$ cat config.mk
export PLATFORM = sky130hd
export DESIGN_NAME = ccdiv_top
export DESIGN_NICKNAME = d
export VERILOG_FILES = /design/src/ccdiv_pkg.sv /design/src/ccdiv_top.sv
export SDC_FILE = /design/constraint.sdc
export NUM_CORES = 1
export LEC_CHECK = 0
export ABC_AREA = 1
export BUFFER_PORTS_ARGS = -buffer_cell sky130_fd_sc_hd__buf_2
export CELL_PAD_IN_SITES_DETAIL_PLACEMENT = 0
export CELL_PAD_IN_SITES_GLOBAL_PLACEMENT = 2
export CORE_UTILIZATION = 30
export CTS_BUF_LIST = sky130_fd_sc_hd__clkbuf_8
export CTS_CLUSTER_SIZE = 8
export DETAILED_ROUTE_END_ITERATION = 7
export PLACE_DENSITY = 0.79
export SLEW_MARGIN = 10
export SYNTH_ARGS = -nofsm -noshare
export SYNTH_HDL_FRONTEND = slang
export SYNTH_SLANG_ARGS = --single-unit
export TNS_END_PERCENT = 10
$ cat constraint.sdc
create_clock -name REF_CLK -period 2.17 [get_ports REF_CLK]
set_input_delay 0.434 -clock REF_CLK [delete_from_list [all_inputs] [get_ports REF_CLK]]
set_output_delay 0.434 -clock REF_CLK [all_outputs]
set_load 0.03 [all_outputs]
$ cat src/ccdiv_pkg.sv
// ccdiv_pkg: register map, field layout and carrier types of the channel divider
package ccdiv_pkg;
  // ==========================================
  // register indices (byte address = 4 * index)
  localparam logic [9:0] IDX_S1_COUNTS = 10'h199;
  localparam logic [9:0] IDX_PHASE = 10'h19a;
  localparam logic [9:0] IDX_S2_COUNTS = 10'h19b;
  localparam logic [9:0] IDX_CONTROL = 10'h19c;
  localparam logic [9:0] IDX_DUTY = 10'h19d;
  localparam logic [9:0] IDX_D3_COUNTS = 10'h19e;
  localparam logic [9:0] IDX_STATUS = 10'h1af;
  // ==========================================
  // field positions
  localparam int LOW_LSB = 4;
  localparam int HIGH_LSB = 0;
  localparam int PH_S2_LSB = 4;
  localparam int PH_S1_LSB = 0;
  localparam int BIT_BYP_S2 = 5;
  localparam int BIT_BYP_S1 = 4;
  localparam int BIT_NOSYNC = 3;
  localparam int BIT_FORCE = 2;
  localparam int BIT_START_S2 = 1;
  localparam int BIT_START_S1 = 0;
  localparam int BIT_DCC_OFF = 0;
  // ==========================================
  // reset values
  localparam logic [7:0] RST_REG = 8'h00;
  localparam logic [3:0] RST_CNT = 4'h0;
  // ==========================================
  // carriers
  typedef struct packed {
    logic [3:0] low;
    logic [3:0] high;
    logic [3:0] phase;
    logic bypass;
    logic start;
  } ccdiv_stage_s;
endpackage

$ cat src/ccdiv_top.sv
// ccdiv_top: two cascaded channel divider stages behind a classic wishbone slave
// What this block does
// RULE1 - stage one low lasts low field plus one
// RULE2 - stage one high lasts high field plus one
// RULE3 - low field zero gives one low cycle
// RULE4 - high field zero gives one high cycle
// RULE5 - stage two has own low/high fields
// RULE6 - four-bit phase offset per stage
// RULE7 - stage two bypass passes input, powers down
// RULE8 - stage one bypass passes input, powers down
// RULE9 - sync-ignore bit clear means obey sync
// RULE10 - force bit sets static output level only with sync-ignore bit set
// RULE11 - stage two start level selectable
// RULE12 - stage one start level selectable
// RULE13 - duty correction on unless disable set
// RULE14 - divider three stage one count fields
// RULE15 - stage one output clocks stage two
// RULE16 - obeyed sync restarts from phase offset
`timescale 1ns/100ps
`default_nettype none
module ccdiv_top (
  input wire logic REF_CLK,
  input wire logic SRST,
  input wire logic [9:0] ADR_I,
  input wire logic [31:0] DAT_I,
  output logic [31:0] DAT_O,
  input wire logic WE_I,
  input wire logic [3:0] SEL_I,
  input wire logic STB_I,
  input wire logic CYC_I,
  output logic ACK_O,
  input wire logic SYNC_REQ,
  output logic CH_CLK_OUT,
  output logic DUTY_CORR_EN,
  output logic [7:0] DIV3_S1_COUNTS
);
  // ==========================================
  // register file and bus slave
  logic [7:0] s1c_reg, s1c_next, ph_reg, ph_next, s2c_reg, s2c_next;
  logic [7:0] ctl_reg, ctl_next, dcc_reg, dcc_next, d3_reg, d3_next;
  logic ack_reg, ack_next;
  logic [31:0] rd_reg, rd_next;
  logic wr_en;
  logic [7:0] status;
  logic [1:0] out_reg;
  logic sync_lvl_reg;

  always_comb begin
    s1c_next = s1c_reg;
    ph_next = ph_reg;
    s2c_next = s2c_reg;
    ctl_next = ctl_reg;
    dcc_next = dcc_reg;
    d3_next = d3_reg;
    status = {5'h00, sync_lvl_reg, out_reg};
    // answer one cycle after the strobe, drop it the cycle after
    ack_next = CYC_I & STB_I & ~ack_reg;
    wr_en = ack_next & WE_I & SEL_I[0];
    rd_next = 32'h0000_0000;
    case (ADR_I)
      ccdiv_pkg::IDX_S1_COUNTS: rd_next = {24'h000000, s1c_reg};
      ccdiv_pkg::IDX_PHASE: rd_next = {24'h000000, ph_reg};
      ccdiv_pkg::IDX_S2_COUNTS: rd_next = {24'h000000, s2c_reg};
      ccdiv_pkg::IDX_CONTROL: rd_next = {24'h000000, ctl_reg};
      ccdiv_pkg::IDX_DUTY: rd_next = {24'h000000, dcc_reg};
      ccdiv_pkg::IDX_D3_COUNTS: rd_next = {24'h000000, d3_reg};
      ccdiv_pkg::IDX_STATUS: rd_next = {24'h000000, status};
      default: rd_next = 32'h0000_0000;
    endcase
    if (wr_en) begin
      case (ADR_I)
        // RULE1 RULE2 stage one counts
        ccdiv_pkg::IDX_S1_COUNTS: s1c_next = DAT_I[7:0];
        // RULE6 phase offsets
        ccdiv_pkg::IDX_PHASE: ph_next = DAT_I[7:0];
        // RULE5 stage two counts
        ccdiv_pkg::IDX_S2_COUNTS: s2c_next = DAT_I[7:0];
        // unused control bits read back zero
        ccdiv_pkg::IDX_CONTROL: ctl_next = {2'h0, DAT_I[5:0]};
        ccdiv_pkg::IDX_DUTY: dcc_next = {7'h00, DAT_I[0]};
        // RULE14 divider three counts
        ccdiv_pkg::IDX_D3_COUNTS: d3_next = DAT_I[7:0];
        default: ;
      endcase
    end
    if (!ack_next) begin
      rd_next = 32'h0000_0000;
    end
  end

  always_ff @(posedge REF_CLK) begin
    if (SRST) begin
      s1c_reg <= ccdiv_pkg::RST_REG;
      ph_reg <= ccdiv_pkg::RST_REG;
      s2c_reg <= ccdiv_pkg::RST_REG;
      ctl_reg <= ccdiv_pkg::RST_REG;
      dcc_reg <= ccdiv_pkg::RST_REG;
      d3_reg <= ccdiv_pkg::RST_REG;
      ack_reg <= 1'b0;
      rd_reg <= 32'h0000_0000;
    end else begin
      s1c_reg <= s1c_next;
      ph_reg <= ph_next;
      s2c_reg <= s2c_next;
      ctl_reg <= ctl_next;
      dcc_reg <= dcc_next;
      d3_reg <= d3_next;
      ack_reg <= ack_next;
      rd_reg <= rd_next;
    end
  end

  // ==========================================
  // sync pin and divider input clock
  logic [2:0] sy_reg, sy_next;
  logic sync_lvl_next, clk_in_reg, clk_in_next, restart;

  always_comb begin
    sy_next = {sy_reg[1:0], SYNC_REQ};
    sync_lvl_next = sync_lvl_reg;
    // level changes only once the second and third stages agree
    if (sy_reg[1] == sy_reg[2]) begin
      sync_lvl_next = sy_reg[2];
    end
    // divider input clock modelled at half the reference rate
    clk_in_next = ~clk_in_reg;
  end

  always_ff @(posedge REF_CLK) begin
    if (SRST) begin
      sy_reg <= 3'h0;
      sync_lvl_reg <= 1'b0;
      clk_in_reg <= 1'b0;
    end else begin
      sy_reg <= sy_next;
      sync_lvl_reg <= sync_lvl_next;
      clk_in_reg <= clk_in_next;
    end
  end

  // a held sync with the ignore bit clear keeps both stages frozen, so no runt pulse reaches the pin
  // RULE9 obey sync unless ignore bit set
  assign restart = sync_lvl_reg & ~ctl_reg[ccdiv_pkg::BIT_NOSYNC];

  // ==========================================
  // divider stages
  ccdiv_pkg::ccdiv_stage_s cfg [2];
  logic [1:0] in_lvl, in_d_reg;
  logic [3:0] cnt_reg [2];

  assign cfg[0] = '{low: s1c_reg[ccdiv_pkg::LOW_LSB +: 4], high: s1c_reg[ccdiv_pkg::HIGH_LSB +: 4],
    phase: ph_reg[ccdiv_pkg::PH_S1_LSB +: 4], bypass: ctl_reg[ccdiv_pkg::BIT_BYP_S1],
    start: ctl_reg[ccdiv_pkg::BIT_START_S1]};
  assign cfg[1] = '{low: s2c_reg[ccdiv_pkg::LOW_LSB +: 4], high: s2c_reg[ccdiv_pkg::HIGH_LSB +: 4],
    phase: ph_reg[ccdiv_pkg::PH_S2_LSB +: 4], bypass: ctl_reg[ccdiv_pkg::BIT_BYP_S2],
    start: ctl_reg[ccdiv_pkg::BIT_START_S2]};
  // RULE15 stage one output clocks stage two
  assign in_lvl = {out_reg[0], clk_in_reg};

  genvar gi;
  generate
    for (gi = 0; gi < 2; gi++) begin : g_stage
      logic out_next, in_d_next;
      logic [3:0] cnt_next, lim;
      always_comb begin
        out_next = out_reg[gi];
        cnt_next = cnt_reg[gi];
        in_d_next = in_lvl[gi];
        lim = out_reg[gi] ? cfg[gi].high : cfg[gi].low;
        if (restart) begin
          // RULE16 RULE11 RULE12 restart at phase, start level
          out_next = cfg[gi].start;
          cnt_next = cfg[gi].phase;
        end else if (cfg[gi].bypass) begin
          // RULE7 RULE8 counter parked as power-down
          out_next = in_lvl[gi];
          cnt_next = ccdiv_pkg::RST_CNT;
        end else if (in_lvl[gi] & ~in_d_reg[gi]) begin
          // RULE1 RULE2 RULE3 RULE4 hold for field plus one
          if (cnt_reg[gi] >= lim) begin
            out_next = ~out_reg[gi];
            cnt_next = ccdiv_pkg::RST_CNT;
          end else begin
            cnt_next = cnt_reg[gi] + 4'h1;
          end
        end
      end
      always_ff @(posedge REF_CLK) begin
        if (SRST) begin
          out_reg[gi] <= 1'b0;
          cnt_reg[gi] <= ccdiv_pkg::RST_CNT;
          in_d_reg[gi] <= 1'b0;
        end else begin
          out_reg[gi] <= out_next;
          cnt_reg[gi] <= cnt_next;
          in_d_reg[gi] <= in_d_next;
        end
      end
    end
  endgenerate

  // ==========================================
  // outputs
  logic ch_next;
  always_comb begin
    // RULE10 static level while sync held
    if (sync_lvl_reg) begin
      ch_next = ctl_reg[ccdiv_pkg::BIT_FORCE] & ctl_reg[ccdiv_pkg::BIT_NOSYNC];
    end else begin
      ch_next = out_reg[1];
    end
  end

  // registered again so the pin never shows a decode glitch
  always_ff @(posedge REF_CLK) begin
    if (SRST) begin
      CH_CLK_OUT <= 1'b0;
      DUTY_CORR_EN <= 1'b1;
      DIV3_S1_COUNTS <= ccdiv_pkg::RST_REG;
    end else begin
      CH_CLK_OUT <= ch_next;
      // RULE13 correction on while disable clear
      DUTY_CORR_EN <= ~dcc_reg[ccdiv_pkg::BIT_DCC_OFF];
      DIV3_S1_COUNTS <= d3_reg;
    end
  end

  assign ACK_O = ack_reg;
  assign DAT_O = rd_reg;

  // input-rise helpers mirror the stage edge detectors
  logic run0, run1, rise0, rise1;
  assign run0 = ~restart & ~cfg[0].bypass;
  assign run1 = ~restart & ~cfg[1].bypass;
  assign rise0 = clk_in_reg & ~in_d_reg[0];
  assign rise1 = out_reg[0] & ~in_d_reg[1];
endmodule
`default_nettype wire

# Word level (Yosys, flattened, before mapping)
# Memory sizes are Yosys's and may differ from the RTL's.
# Cells that the tools add are included.
dict set report classes {
  bitwise_logic 19
  mux 25
  n_eq_ne 8
  reduce_logical 13
  add_sub_neg 2
  n_lt_le_gt_ge 2
}
# operator n
set op_table {}
lappend op_table {{$eq A10 B9 Y1 const B} 7}
lappend op_table {{$pmux W8 S7} 1}
lappend op_table {{$mux W4} 12}
lappend op_table {{$reduce_and A2 Y1} 8}
lappend op_table {{$mux W1} 12}
lappend op_table {{$reduce_bool A3 Y1} 4}
lappend op_table {{$not A1 Y1} 9}
lappend op_table {{$add A4 B1 Y4 const B} 2}
lappend op_table {{$and A1 B1 Y1} 8}
lappend op_table {{$ge A4 B4 Y1} 2}
lappend op_table {{$or A1 B1 Y1} 2}
lappend op_table {{$reduce_or A2 Y1} 1}
lappend op_table {{$eq A1 B1 Y1} 1}
dict set report totals {
  word_cells 88
  output_inout_bits 43
  memories 1
  register_bits 91
  ram_bits 8
}
# name words word_bits rd rd_clocked_by_memory_dff wr line_no
set mem_list {}
lappend mem_list {cnt_reg 2 4 2 0 2 ccdiv_top.sv:149} ;# logic [3:0] cnt_reg [2];

# Depth between registers and ports, before layout
# Gate-level depths: netlist (run 1).
dict set report logic_depth {
  word_depth 7
  ltp_mapped 12
}

# Worst setup path before layout (run 1)
# Ideal clock, no wire load.
dict set report synth_timing {
  path_kind {reg2reg}
  start {reg out_reg[1]}
  end {reg out_reg[1]}
  path_stages_with_launch 9
  slack_ns 0.400
  t_required_ns 2.055
  t_arrival_ns 1.654
  setup_time_ns 0.115
  n_path_buf 1
  cell_sequence {dfxtp_1 clkbuf_1 mux2i_1 ha_1 a21boi_0 o21bai_1 nand2_1 a21oi_1 nor2_1}
}
dict set report synth_between {
  elab_chain_len 5
  elab_cells_between_ends 9
  classes_between {order compare (1); mux (5); bitwise (1); reduce/logical (2)}
}
# element line_no
set synth_lines {}
lappend synth_lines {{start: declaration} ccdiv_top.sv:45} ;# logic [1:0] out_reg;
lappend synth_lines {{start signal: indexed assignment} ccdiv_top.sv:194} ;# out_reg[gi] <= out_next;
lappend synth_lines {{parallel branches: the longest is 5 deep, another holds $ge A4 B4 Y1} -}
# Parallel ways; which one is timed is not known. The select of a mux whose other input is x is not followed.
# A chain may end at the register's enable or synchronous reset.

# Worst setup path after layout (run 1)
# Same ends and word-level chain as after synthesis.

==> out/metrics.yaml, run 1 <==
criticalPathCategory: "reg -> reg"
fmax_ghz: 0.506
dr.pass1.iters: 5
ctsHoldBuffers: 0
num_io_pins: 95
finalSetupViolCount: 0
final_cell_mix: "nor2_1 (118), dfxtp_1 (75), nand2_1 (66)"
hold_class: "in -> reg"
syn_avg_cell_area_um2: 7.31
number_of_enable_type_register_cells_in_the_synthesized_netlist: 0
cts_tree: "built"
max-slew-margin-rel_pct: 66.0
max_slew.worst_pin.slew_ns: 0.510
drc_errors: 0
post_dr_vias_cell: 4.59
postSynth.topFlopCell: "dfxtp_1"
num_rows: 40
synth_compound_gate_area_share_pct: 11.2
most_frequent_standard_cell_in_the_layout_excluding_fill_and_tap_cells: "nor2_1"
fin_nets: 622
insertion_delay_of_the_later_clocked_pin_in_the_worst_skew_pair_ns: 0.35
drt-wirelength-per-cell_um: 14.4
drv.max_cap_violation_count: 0
ant_nets: 0
layoutNonFillerInstCount: 732
finalWeightedCongestion: 0.847
area_added_between_synthesis_and_finish_pct: 13.3
crit_path_start_kind: "flip-flop"
finalWirelength_um: 10500
die-area_mm2: 0.0129
static-leakage-power_uw: 0.00190
fillers: 1360
path_max_fanout: 9
yosys.area.top_type_share_pct: 40.1
dominant_combinational_cell_family_by_area_after_synthesis: "simple AND/OR/NAND/NOR gates"
grt_use_total_pct: 17.4
cp_slowest_cell: "dfxtp_1"
grt_pass1_vias: 3162
crit_path_end_kind: "flip-flop"
timing_max_transition_violations_final: 0
die-width_um: 114
cts.sinks: 75
syn_inst: 513
fin_crit_sh_pct: 91.1
dp.cells: 717
cell_type_with_the_largest_total_area_after_synthesis: "dfxtp_1"
clk_path_buf_depth: 2
starting_drt_drc_count: 203
rsz0062_at_grt: "no"
multi_input_comb_area_mm2: 0.00191
register_area_mm2: 0.00150
cts.reportedPaths.clkPinSlew_ns: 0.08
power-per-cell-area_mw_per_mm2: 653
number_of_distinct_library_cell_variants_in_the_gate_level_netlist_after_synthesis: 38
dp_hpwl_um: 8040
postSynthRegisterBits: 75
cts_resized: 0
finalClockSkew_ns: 0.00658
fp.dieH_um: 114
portbufs: 43
timing.setup.tns_ns: 0
critical_path.cell_chain: "o21ai_0 -> ha_1 -> inv_1 -> a21boi_0 -> o21bai_1 -> nand2_1 -> a21oi_1 -> nor2_1"
post-cts-setup-buffers: 0
worst_stage_delay_on_the_critical_path_ns: 0.58
grt_max_degree: 51
arrival_ns: 2.23
yosysSeqAreaShare_pct: 40.1
n_antenna_cell: 0
cts.root.buffer_cell: "clkbuf_8"
ctsHtreeMaxLevel: 3
drive_above_1_share_pct: 15.6
final.min_clock_period_ns: 1.98
worstPathRequired_ns: 2.42
grt_first_pass_wirelength_um: 16800
synth_fa_ha_area_share_pct: 3.34
status: "finished, final reports clean"
grt_antenna_before_repair: 0
grt-ovfl-total: 0
synth_simple_gate_area_share_pct: 31.5
mappedNetlistArea_mm2: 0.00375
dr_total_vias: 3360
ir_drop_uv: 270
synth_area_leaders: "dfxtp_1 (40%), nor2_1 (12%), nand2_1 (6.6%), buf_4 (5.2%), nand4_1 (4.5%)"
tritoncts.num_buffers: 9
initial_utilization_pct: 31.0
yosysWarnings: 0
synthXorXnorAreaFrac_pct: 0.935
core_area_mm2: 0.0121
hold_violations: 0
fraction_of_registers_with_async_set_or_reset_after_synthesis_pct: 0
yosys-mux-area-fraction_pct: 1.60
cell type report:
class | count | area share [%]
inverters | 44 | 3.92
well taps | 168 | 4.95
multi-input cells | 378 | 45.0
clock inverters | 6 | 1.21
repair buffers | 52 | 6.66
clock buffers | 9 | 2.92
flip-flops and latches | 75 | 35.3
worst max-delay path, delay by kind of cell (launching register included):
family | cells | cell delay (ns)
compound gates | 4 | 0.74
flops | 1 | 0.58
fa+ha+maj | 1 | 0.31
simple gates | 2 | 0.20
buf+inv | 1 | 0.05
report_power, final:
part | switching, uW | internal (uW) | leakage (uW)
combinational | 234 | 102 | 0.00119
clock | 492 | 509 | 0.000103
sequential | 33.0 | 1400 | 0.000607
cell usage after synthesis, types with 8 or more instances:
library cell  number
a21oi_1           12
a31oi_1            8
buf_4             26
dfxtp_1           75
ha_1              10
inv_1             37
nand2_1           66
nand3_1           29
nand4_1           27
nor2_1           118
o21ai_0           27
o21ai_1           17
path summary, 6_finish.rpt:
| kind | startpoint | end | slack [ns] | depth (start not counted) |
|---|---|---|---|---|
| worst max-delay path | out_reg[1]$_SDFFE_PP0P_ | out_reg[1]$_SDFFE_PP0P_ | 0.19 | 8 |
| worst min-delay path | SYNC_REQ | sy_reg[0]$_SDFF_PP0_ | 0.28 | 3 |
| worst max register to register | out_reg[1]$_SDFFE_PP0P_ | out_reg[1]$_SDFFE_PP0P_ | 0.19 | 8 |
| worst min register to register | sy_reg[0]$_SDFF_PP0_ | sy_reg[1]$_SDFF_PP0_ | 0.40 | 2 |
metal layers:
layer | share of wire [%] | global-route usage, %
met4 | 0.88 | 5.19
met1 | 49 | 24.2
met5 | 0 | 0
met2 | 45 | 27.2
met3 | 5.1 | 3.35
stage by stage:
step	utilization, %	hold slack, ns	setup slack (ns)	instance area (um2)	power (uW)
after global routing	35.1	0.275	0.0489	4250	2910
final	35.1	0.281	0.194	4250	2770
after detailed placement	33.6	0.396	0.193	4070	1800
after CTS	35.1	0.268	0.190	4250	2810
after global placement	33.6	0.391	0.207	4070	1800
after floorplan	-	0.376	0.400	3830	1730
logic make-up (layout without fill, tap and decap cells):
group / count (synthesis) / after routing
xor+xnor: 4 / 4
flops: 75 / 75
mux: 6 / 6
simple gates: 259 / 259
compound gates: 75 / 75
other cells: 1 / 24
buf+inv: 83 / 111
fa+ha+maj: 10 / 10
Power figures use the tool's default switching activity.
==> run 2, diff against run 1 <==
- CELL_PAD_IN_SITES_DETAIL_PLACEMENT: 0 -> 1
- CTS_CLUSTER_DIAMETER: default -> 50
- SETUP_SLACK_MARGIN: default -> 0.2
==> out/metrics.yaml, run 2 (same netlist as run 1, synthesis figures left out) <==
status: "finished, final reports clean"  # unchanged
insertion_delay_of_the_later_clocked_pin_in_the_worst_skew_pair_ns: 0.36  # was 0.35 ns
hold_class: "in -> reg"  # unchanged
criticalPathCategory: "reg -> reg"  # unchanged
ant_nets: 0  # unchanged
reg2reg_setup_slack_ns: 0.30  # was 0.19 ns
num_rows: 40  # unchanged
n_antenna_cell: 0  # unchanged
worstPathRequired_ns: 2.46  # was 2.42 ns
post-cts-setup-buffers: 0  # unchanged
cts_tree: "built"  # unchanged
grt_use_total_pct: 19.2  # was 17.4%
ir_drop_uv: 342  # was 270 uV
num_io_pins: 95  # unchanged
clk_path_buf_depth: 2  # unchanged
path_max_fanout: 7  # was 9
crit_path_end_kind: "flip-flop"  # unchanged
grt_max_degree: 51  # unchanged
grt_pass1_vias: 3526  # was 3162
power-per-cell-area_mw_per_mm2: 687  # was 653 mW/mm2
arrival_ns: 2.16  # was 2.23 ns
finalClockSkew_ns: 0.00942  # was 0.00658 ns
register_area_mm2: 0.00150  # about the same
core_area_mm2: 0.0121  # unchanged
die-area_mm2: 0.0129  # unchanged
grt-ovfl-total: 0  # unchanged
grt_antenna_before_repair: 0  # unchanged
timing_max_transition_violations_final: 0  # unchanged
cts.sinks: 75  # unchanged
static-leakage-power_uw: 0.00190  # about the same
setup.worst_path.end: "cnt_reg[0][2]$_SDFFE_PP0P_"  # was out_reg[1]$_SDFFE_PP0P_
max_slew.worst_pin.slew_ns: 0.503  # was 0.510 ns
critical_path.most_common_cell: "buf_4"
ff2ff_path_depth: 8  # unchanged
switching_share_pct: 27.7  # was 27.4%
rsz0062_at_grt: "yes"  # was no
fillers: 1558  # was 1360
power.share.sequential_pct: 48.8  # was 51.8%
cp_slowest_cell: "dfxtp_1"  # unchanged
share_comb_of_total_power_pct: 11.7  # was 12.1%
tritoncts.num_buffers: 9  # unchanged
dp_hpwl_um: 8800  # was 8040 um
r2r_end: "cnt_reg[0][2]$_SDFFE_PP0P_"  # was out_reg[1]$_SDFFE_PP0P_
dr.pass1.iters: 4  # was 5
most_frequent_standard_cell_in_the_layout_excluding_fill_and_tap_cells: "nor2_1"  # unchanged
drt-wirelength-per-cell_um: 15.6  # was 14.4 um
cp-startpoint: "g_stage[1].in_d_next$_SDFFE_PP0P_"  # was out_reg[1]$_SDFFE_PP0P_
worst_stage_delay_on_the_critical_path_ns: 0.49  # was 0.58 ns
drc_errors: 0  # unchanged
drv.max_cap_violation_count: 0  # unchanged
fmax_ghz: 0.535  # was 0.506 GHz
finalWirelength_um: 11400  # was 10500 um
grt_first_pass_wirelength_um: 18500  # was 16800 um
finalWeightedCongestion: 0.847  # unchanged
critical_path.cell_chain: "buf_4 -> mux2i_1 -> ha_1 -> nand2_1 -> o21bai_1 -> buf_4 -> nand3_1 -> a31oi_1"  # was o21ai_0 -> ha_1 -> inv_1 -> a21boi_0 -> o21bai_1 -> nand2_1 -> a21oi_1 -> nor2_1
die-width_um: 114  # unchanged
multi_input_comb_area_mm2: 0.00192  # was 0.00191 mm2
portbufs: 43  # unchanged
dr_total_vias: 3492  # was 3360
utilization_pct: 35.4  # was 35.1%
crit_path_start_kind: "flip-flop"  # unchanged
fin_nets: 622  # unchanged
cts.root.buffer_cell: "clkbuf_8"  # unchanged
drive_above_1_share_pct: 16.5  # was 15.6%
power.net_switching_uw: 817  # was 759 uW
clock_power_share_pct: 39.5  # was 36.1%
fp.dieH_um: 114  # unchanged
fin_crit_sh_pct: 86.1  # was 91.1%
final.min_clock_period_ns: 1.87  # was 1.98 ns
hold_violations: 0  # unchanged
internal_power_uw: 2130  # was 2010 uW
max-slew-margin-rel_pct: 66.4  # was 66.0%
area_added_between_synthesis_and_finish_pct: 14.5  # was 13.3%
post_dr_vias_cell: 4.76  # was 4.59
cts.reportedPaths.clkPinSlew_ns: 0.08  # about the same
initial_utilization_pct: 31.0  # unchanged
timing.setup.tns_ns: 0  # unchanged
regToRegStartpoint: "g_stage[1].in_d_next$_SDFFE_PP0P_"  # was out_reg[1]$_SDFFE_PP0P_
finalSetupViolCount: 0  # unchanged
starting_drt_drc_count: 125  # was 203
final_cell_mix: "nor2_1 (118), dfxtp_1 (74), nand2_1 (66)"  # was nor2_1 (118), dfxtp_1 (75), nand2_1 (66)
ctsHtreeMaxLevel: 3  # unchanged
-- run 2: cell types whose count changed in the layout (fill, tap and decap cells not counted), sizes merged --
cell	delta
clkbuf	+3
clkinv	-2
inv	-2
clkinvlp	+2
-- run 2: final cells by class --
type                            instances  share of cell area (%)
Inverter                               44                    3.88
Multi-Input combinational cell        378                    44.6
Timing Repair Buffer                   52                    6.59
Clock buffer                           12                    3.85
Tap cell                              168                    4.90
Clock inverter                          4                    1.14
Sequential cell                        75                    35.0
-- run 2: how the worst min path moves through the flow --
| stage | depth (start not counted) | start | to |
|---|---|---|---|
| detailed placement | 1 | dcc_reg[0]$_SDFFE_PP0P_ | DUTY_CORR_EN$_SDFF_PP1_ |
| floorplan | 1 | dcc_reg[0]$_SDFFE_PP0P_ | DUTY_CORR_EN$_SDFF_PP1_ |
| finish | 3 | SYNC_REQ | sy_reg[0]$_SDFF_PP0_ |
| global placement | 2 | sy_reg[0]$_SDFF_PP0_ | sy_reg[1]$_SDFF_PP0_ |
| global route | 3 | SYNC_REQ | sy_reg[0]$_SDFF_PP0_ |
| CTS | 3 | SYNC_REQ | sy_reg[0]$_SDFF_PP0_ |
-- run 2: critical path: cells and delay by family, from the launching register on --
kind                       cells  cell delay, ns
AOI/OAI and AO/OA              2            0.28
adders and majority gates      1            0.27
buffers and inverters          2            0.38
DFF                            1            0.49
muxes                          1            0.26
and+or+nand+nor                2            0.13
-- run 2: through the flow --
stage	setup slack [ns]	area, um2	total power, uW	hold slack (ns)	std cells
after global placement	0.207	4070	1800	0.391	717
final	0.302	4290	2950	0.280	733
after CTS	0.263	4290	2980	0.262	733
after detailed placement	0.161	4070	1810	0.399	717
after global routing	0.146	4290	3090	0.281	733
after floorplan	0.400	3830	1730	0.376	536
-- run 2: what timing repair did --
action | CTS | global route
cloned | 0 | 0
hold buffers | 0 | 0
resized for setup | 1 | 1
pin swaps | 0 | 0
setup endpoints to repair | 1 | 6
-- run 2: power groups by stage --
stage	clock network, uW	logic (uW)	registers [uW]
3_5_place_dp	0	342	1470
2_1_floorplan	0	278	1450
4_1_cts	1200	344	1440
6_report	1160	344	1440
3_3_place_gp	0	332	1470
5_1_grt	1260	383	1440
-- run 2: metal layers --
layer / global-route usage [%] / vias up / wire length [um]
met4: 6.32 / 0 / 225
met3: 4.09 / 19 / 576
met1: 25.1 / 1654 / 5350
met2: 31.3 / 79 / 5280
li1: - / 1740 / -
met5: 0 / - / 0
==> run 3, diff against run 2 <==
- CORE_UTILIZATION: 30 -> 29
- CTS_BUF_LIST: sky130_fd_sc_hd__clkbuf_8 -> default
- PLACE_DENSITY: 0.79 -> 0.77
==> out/metrics.yaml, run 3 (same netlist as run 1, synthesis figures left out) <==
criticalPathCategory: "reg -> reg"  # unchanged
crit_family: "compound AO/OA/AOI/OAI gates"  # was flip-flops
num_rows: 41  # was 40
dp_hpwl_um: 8770  # was 8800 um
cp_slowest_cell: "dfxtp_2"  # was dfxtp_1
hold_depth: 3  # unchanged
min_to: "sy_reg[0]$_SDFF_PP0_"  # unchanged
hold_violations: 0  # unchanged
final.min_clock_period_ns: 1.88  # was 1.87 ns
post-cts-setup-buffers: 0  # unchanged
regToRegStartpoint: "out_reg[1]$_SDFFE_PP0P_"  # was g_stage[1].in_d_next$_SDFFE_PP0P_
cts.root.buffer_cell: "clkbuf_16"  # was clkbuf_8
area_added_between_synthesis_and_finish_pct: 16.1  # was 14.5%
final_cell_mix: "nor2_1 (118), dfxtp_1 (73), nand2_1 (66)"  # was nor2_1 (118), dfxtp_1 (74), nand2_1 (66)
most_frequent_standard_cell_in_the_layout_excluding_fill_and_tap_cells: "nor2_1"  # unchanged
power-per-cell-area_mw_per_mm2: 718  # was 687 mW/mm2
grt_max_degree: 51  # unchanged
finalClockSkew_ns: 0.00351  # was 0.00942 ns
clk_path_buf_depth: 2  # unchanged
ctsHoldBuffers: 0  # unchanged
worst_stage_delay_on_the_critical_path_ns: 0.39  # was 0.49 ns
grt_antenna_before_repair: 0  # unchanged
switching_share_pct: 26.7  # was 27.7%
reg2reg_setup_slack_ns: 0.29  # was 0.30 ns
worst-path-buf-inv: 1  # was 2
drive_above_1_share_pct: 16.5  # about the same
drv.max_cap_violation_count: 0  # unchanged
fin_nets: 624  # was 622
dr_total_vias: 3482  # was 3492
starting_drt_drc_count: 163  # was 125
post_dr_vias_cell: 4.73  # was 4.76
status: "finished, final reports clean"  # unchanged
internal_power_uw: 2290  # was 2130 uW
grt-ovfl-total: 0  # unchanged
hold_class: "in -> reg"  # unchanged
finalWeightedCongestion: 0.867  # was 0.847
dr.pass1.iters: 4  # unchanged
share_comb_of_total_power_pct: 11.0  # was 11.7%
initial_utilization_pct: 29.7  # was 31.0%
finalWirelength_um: 11400  # about the same
cts.sinks: 75  # unchanged
power.share.sequential_pct: 46.1  # was 48.8%
drt-wirelength-per-cell_um: 15.4  # was 15.6 um
ir_drop_uv: 403  # was 342 uV
portbufs: 43  # unchanged
ctsHtreeMaxLevel: 3  # unchanged
timing.setup.tns_ns: 0  # unchanged
r2r_end: "out_reg[1]$_SDFFE_PP0P_"  # was cnt_reg[0][2]$_SDFFE_PP0P_
clock_power_share_pct: 42.9  # was 39.5%
tritoncts.num_buffers: 9  # unchanged
p_total_uw: 3120  # was 2950 uW
drc_errors: 0  # unchanged
hold_start: "SYNC_REQ"  # unchanged
arrival_ns: 2.11  # was 2.16 ns
grt_use_total_pct: 18.5  # was 19.2%
static-leakage-power_uw: 0.00193  # was 0.00190 uW
cts.reportedPaths.clkPinSlew_ns: 0.06  # was 0.08 ns
crit_path_end_kind: "flip-flop"  # unchanged
die-area_mm2: 0.0134  # was 0.0129 mm2
rsz0062_at_grt: "yes"  # unchanged
fmax_ghz: 0.533  # was 0.535 GHz
cts_tree: "built"  # unchanged
postPlaceCellArea_mm2: 0.00409  # was 0.00407 mm2
ff2ff_path_depth: 8  # unchanged
core_area_mm2: 0.0126  # was 0.0121 mm2
finalSetupViolCount: 0  # unchanged
num_io_pins: 95  # unchanged
ant_nets: 0  # unchanged
n_antenna_cell: 0  # unchanged
final_design_area_no_fill_mm2: 0.00435  # was 0.00429 mm2
timing_max_transition_violations_final: 0  # unchanged
fin_crit_sh_pct: 86.5  # was 86.1%
insertion_delay_of_the_later_clocked_pin_in_the_worst_skew_pair_ns: 0.34  # was 0.36 ns
power.net_switching_uw: 832  # was 817 uW
crit_path_start_kind: "flip-flop"  # unchanged
grt_first_pass_wirelength_um: 18200  # was 18500 um
utilization_pct: 34.5  # was 35.4%
critical_path.cell_chain: "o21ai_0 -> ha_1 -> inv_1 -> a21boi_0 -> o21bai_1 -> nand2_1 -> a21oi_1 -> nor2_1"  # was buf_4 -> mux2i_1 -> ha_1 -> nand2_1 -> o21bai_1 -> buf_4 -> nand3_1 -> a31oi_1
fp.dieH_um: 116  # was 114 um
die-width_um: 116  # was 114 um
path_max_fanout: 9  # was 7
worstPathRequired_ns: 2.40  # was 2.46 ns
grt_pass1_vias: 3414  # was 3526
[run 3: cell types whose count changed in the layout (fill, tap and decap cells not counted), sizes merged]
| cell | previous run | this run |
|---|---|---|
| clkbuf | 12 | 10 |
| clkinv | 1 | 3 |
| inv | 44 | 43 |
| bufinv | 1 | 0 |
| clkinvlp | 2 | 1 |
| buf | 52 | 54 |
[run 3: worst reg2reg max path, stage by stage (launching register included)]
cell	delay, ns
dfxtp_2	0.39
o21ai_0	0.31
ha_1	0.29
inv_1	0.05
a21boi_0	0.07
o21bai_1	0.34
nand2_1	0.13
a21oi_1	0.14
nor2_1	0.06
[run 3: worst max-delay path by stage]
| stage | from | to | slack, ns | cells past startpoint |
|---|---|---|---|---|
| floorplan | out_reg[1]$_SDFFE_PP0P_ | out_reg[1]$_SDFFE_PP0P_ | 0.40 | 8 |
| global placement | out_reg[1]$_SDFFE_PP0P_ | out_reg[1]$_SDFFE_PP0P_ | 0.20 | 8 |
| detailed placement | out_reg[1]$_SDFFE_PP0P_ | out_reg[1]$_SDFFE_PP0P_ | 0.16 | 8 |
| CTS | out_reg[1]$_SDFFE_PP0P_ | out_reg[1]$_SDFFE_PP0P_ | 0.28 | 8 |
| global route | out_reg[1]$_SDFFE_PP0P_ | out_reg[1]$_SDFFE_PP0P_ | 0.19 | 9 |
| finish | out_reg[1]$_SDFFE_PP0P_ | out_reg[1]$_SDFFE_PP0P_ | 0.29 | 8 |
[run 3: final cells by class]
type                       count  area, um2
clock buffer                  10        239
clock inverter                 3       17.5
fill                        1632       8270
inverter                      44        166
multi-input combinational    378       1910
sequential                    75       1500
tap                          172        215
timing repair buffer          54        298
[run 3: power by group through the flow]
stage / Clock [uW] / Combinational [uW] / Sequential, uW
floorplan: 0 / 278 / 1450
global placement: 0 / 331 / 1470
detailed placement: 0 / 345 / 1470
CTS: 1380 / 346 / 1440
global route: 1440 / 384 / 1440
finish: 1340 / 343 / 1440
[run 3: routing by layer]
layer  wire length [um]  vias to the layer above  part of all wire, %  track usage (%)
met2               5260                       58                   46             30.2
met3                381                       11                  3.4             2.98
li1                   -                     1739                    -                -
met1               5470                     1674                   48             24.2
met4                235                        0                  2.1             7.69
met5                  0                        -                    0                0
[run 3: through the flow]
stage	hold WS (ns)	cells	worst slack [ns]
floorplan	0.376	536	0.400
global placement	0.391	723	0.198
detailed placement	0.400	723	0.163
CTS	0.291	736	0.282
global route	0.301	736	0.193
finish	0.296	736	0.294
[run 3: timing repair]
item,CTS,global route
resized for setup,1,1
endpoints found under the setup margin,1,2
pin swaps,0,0
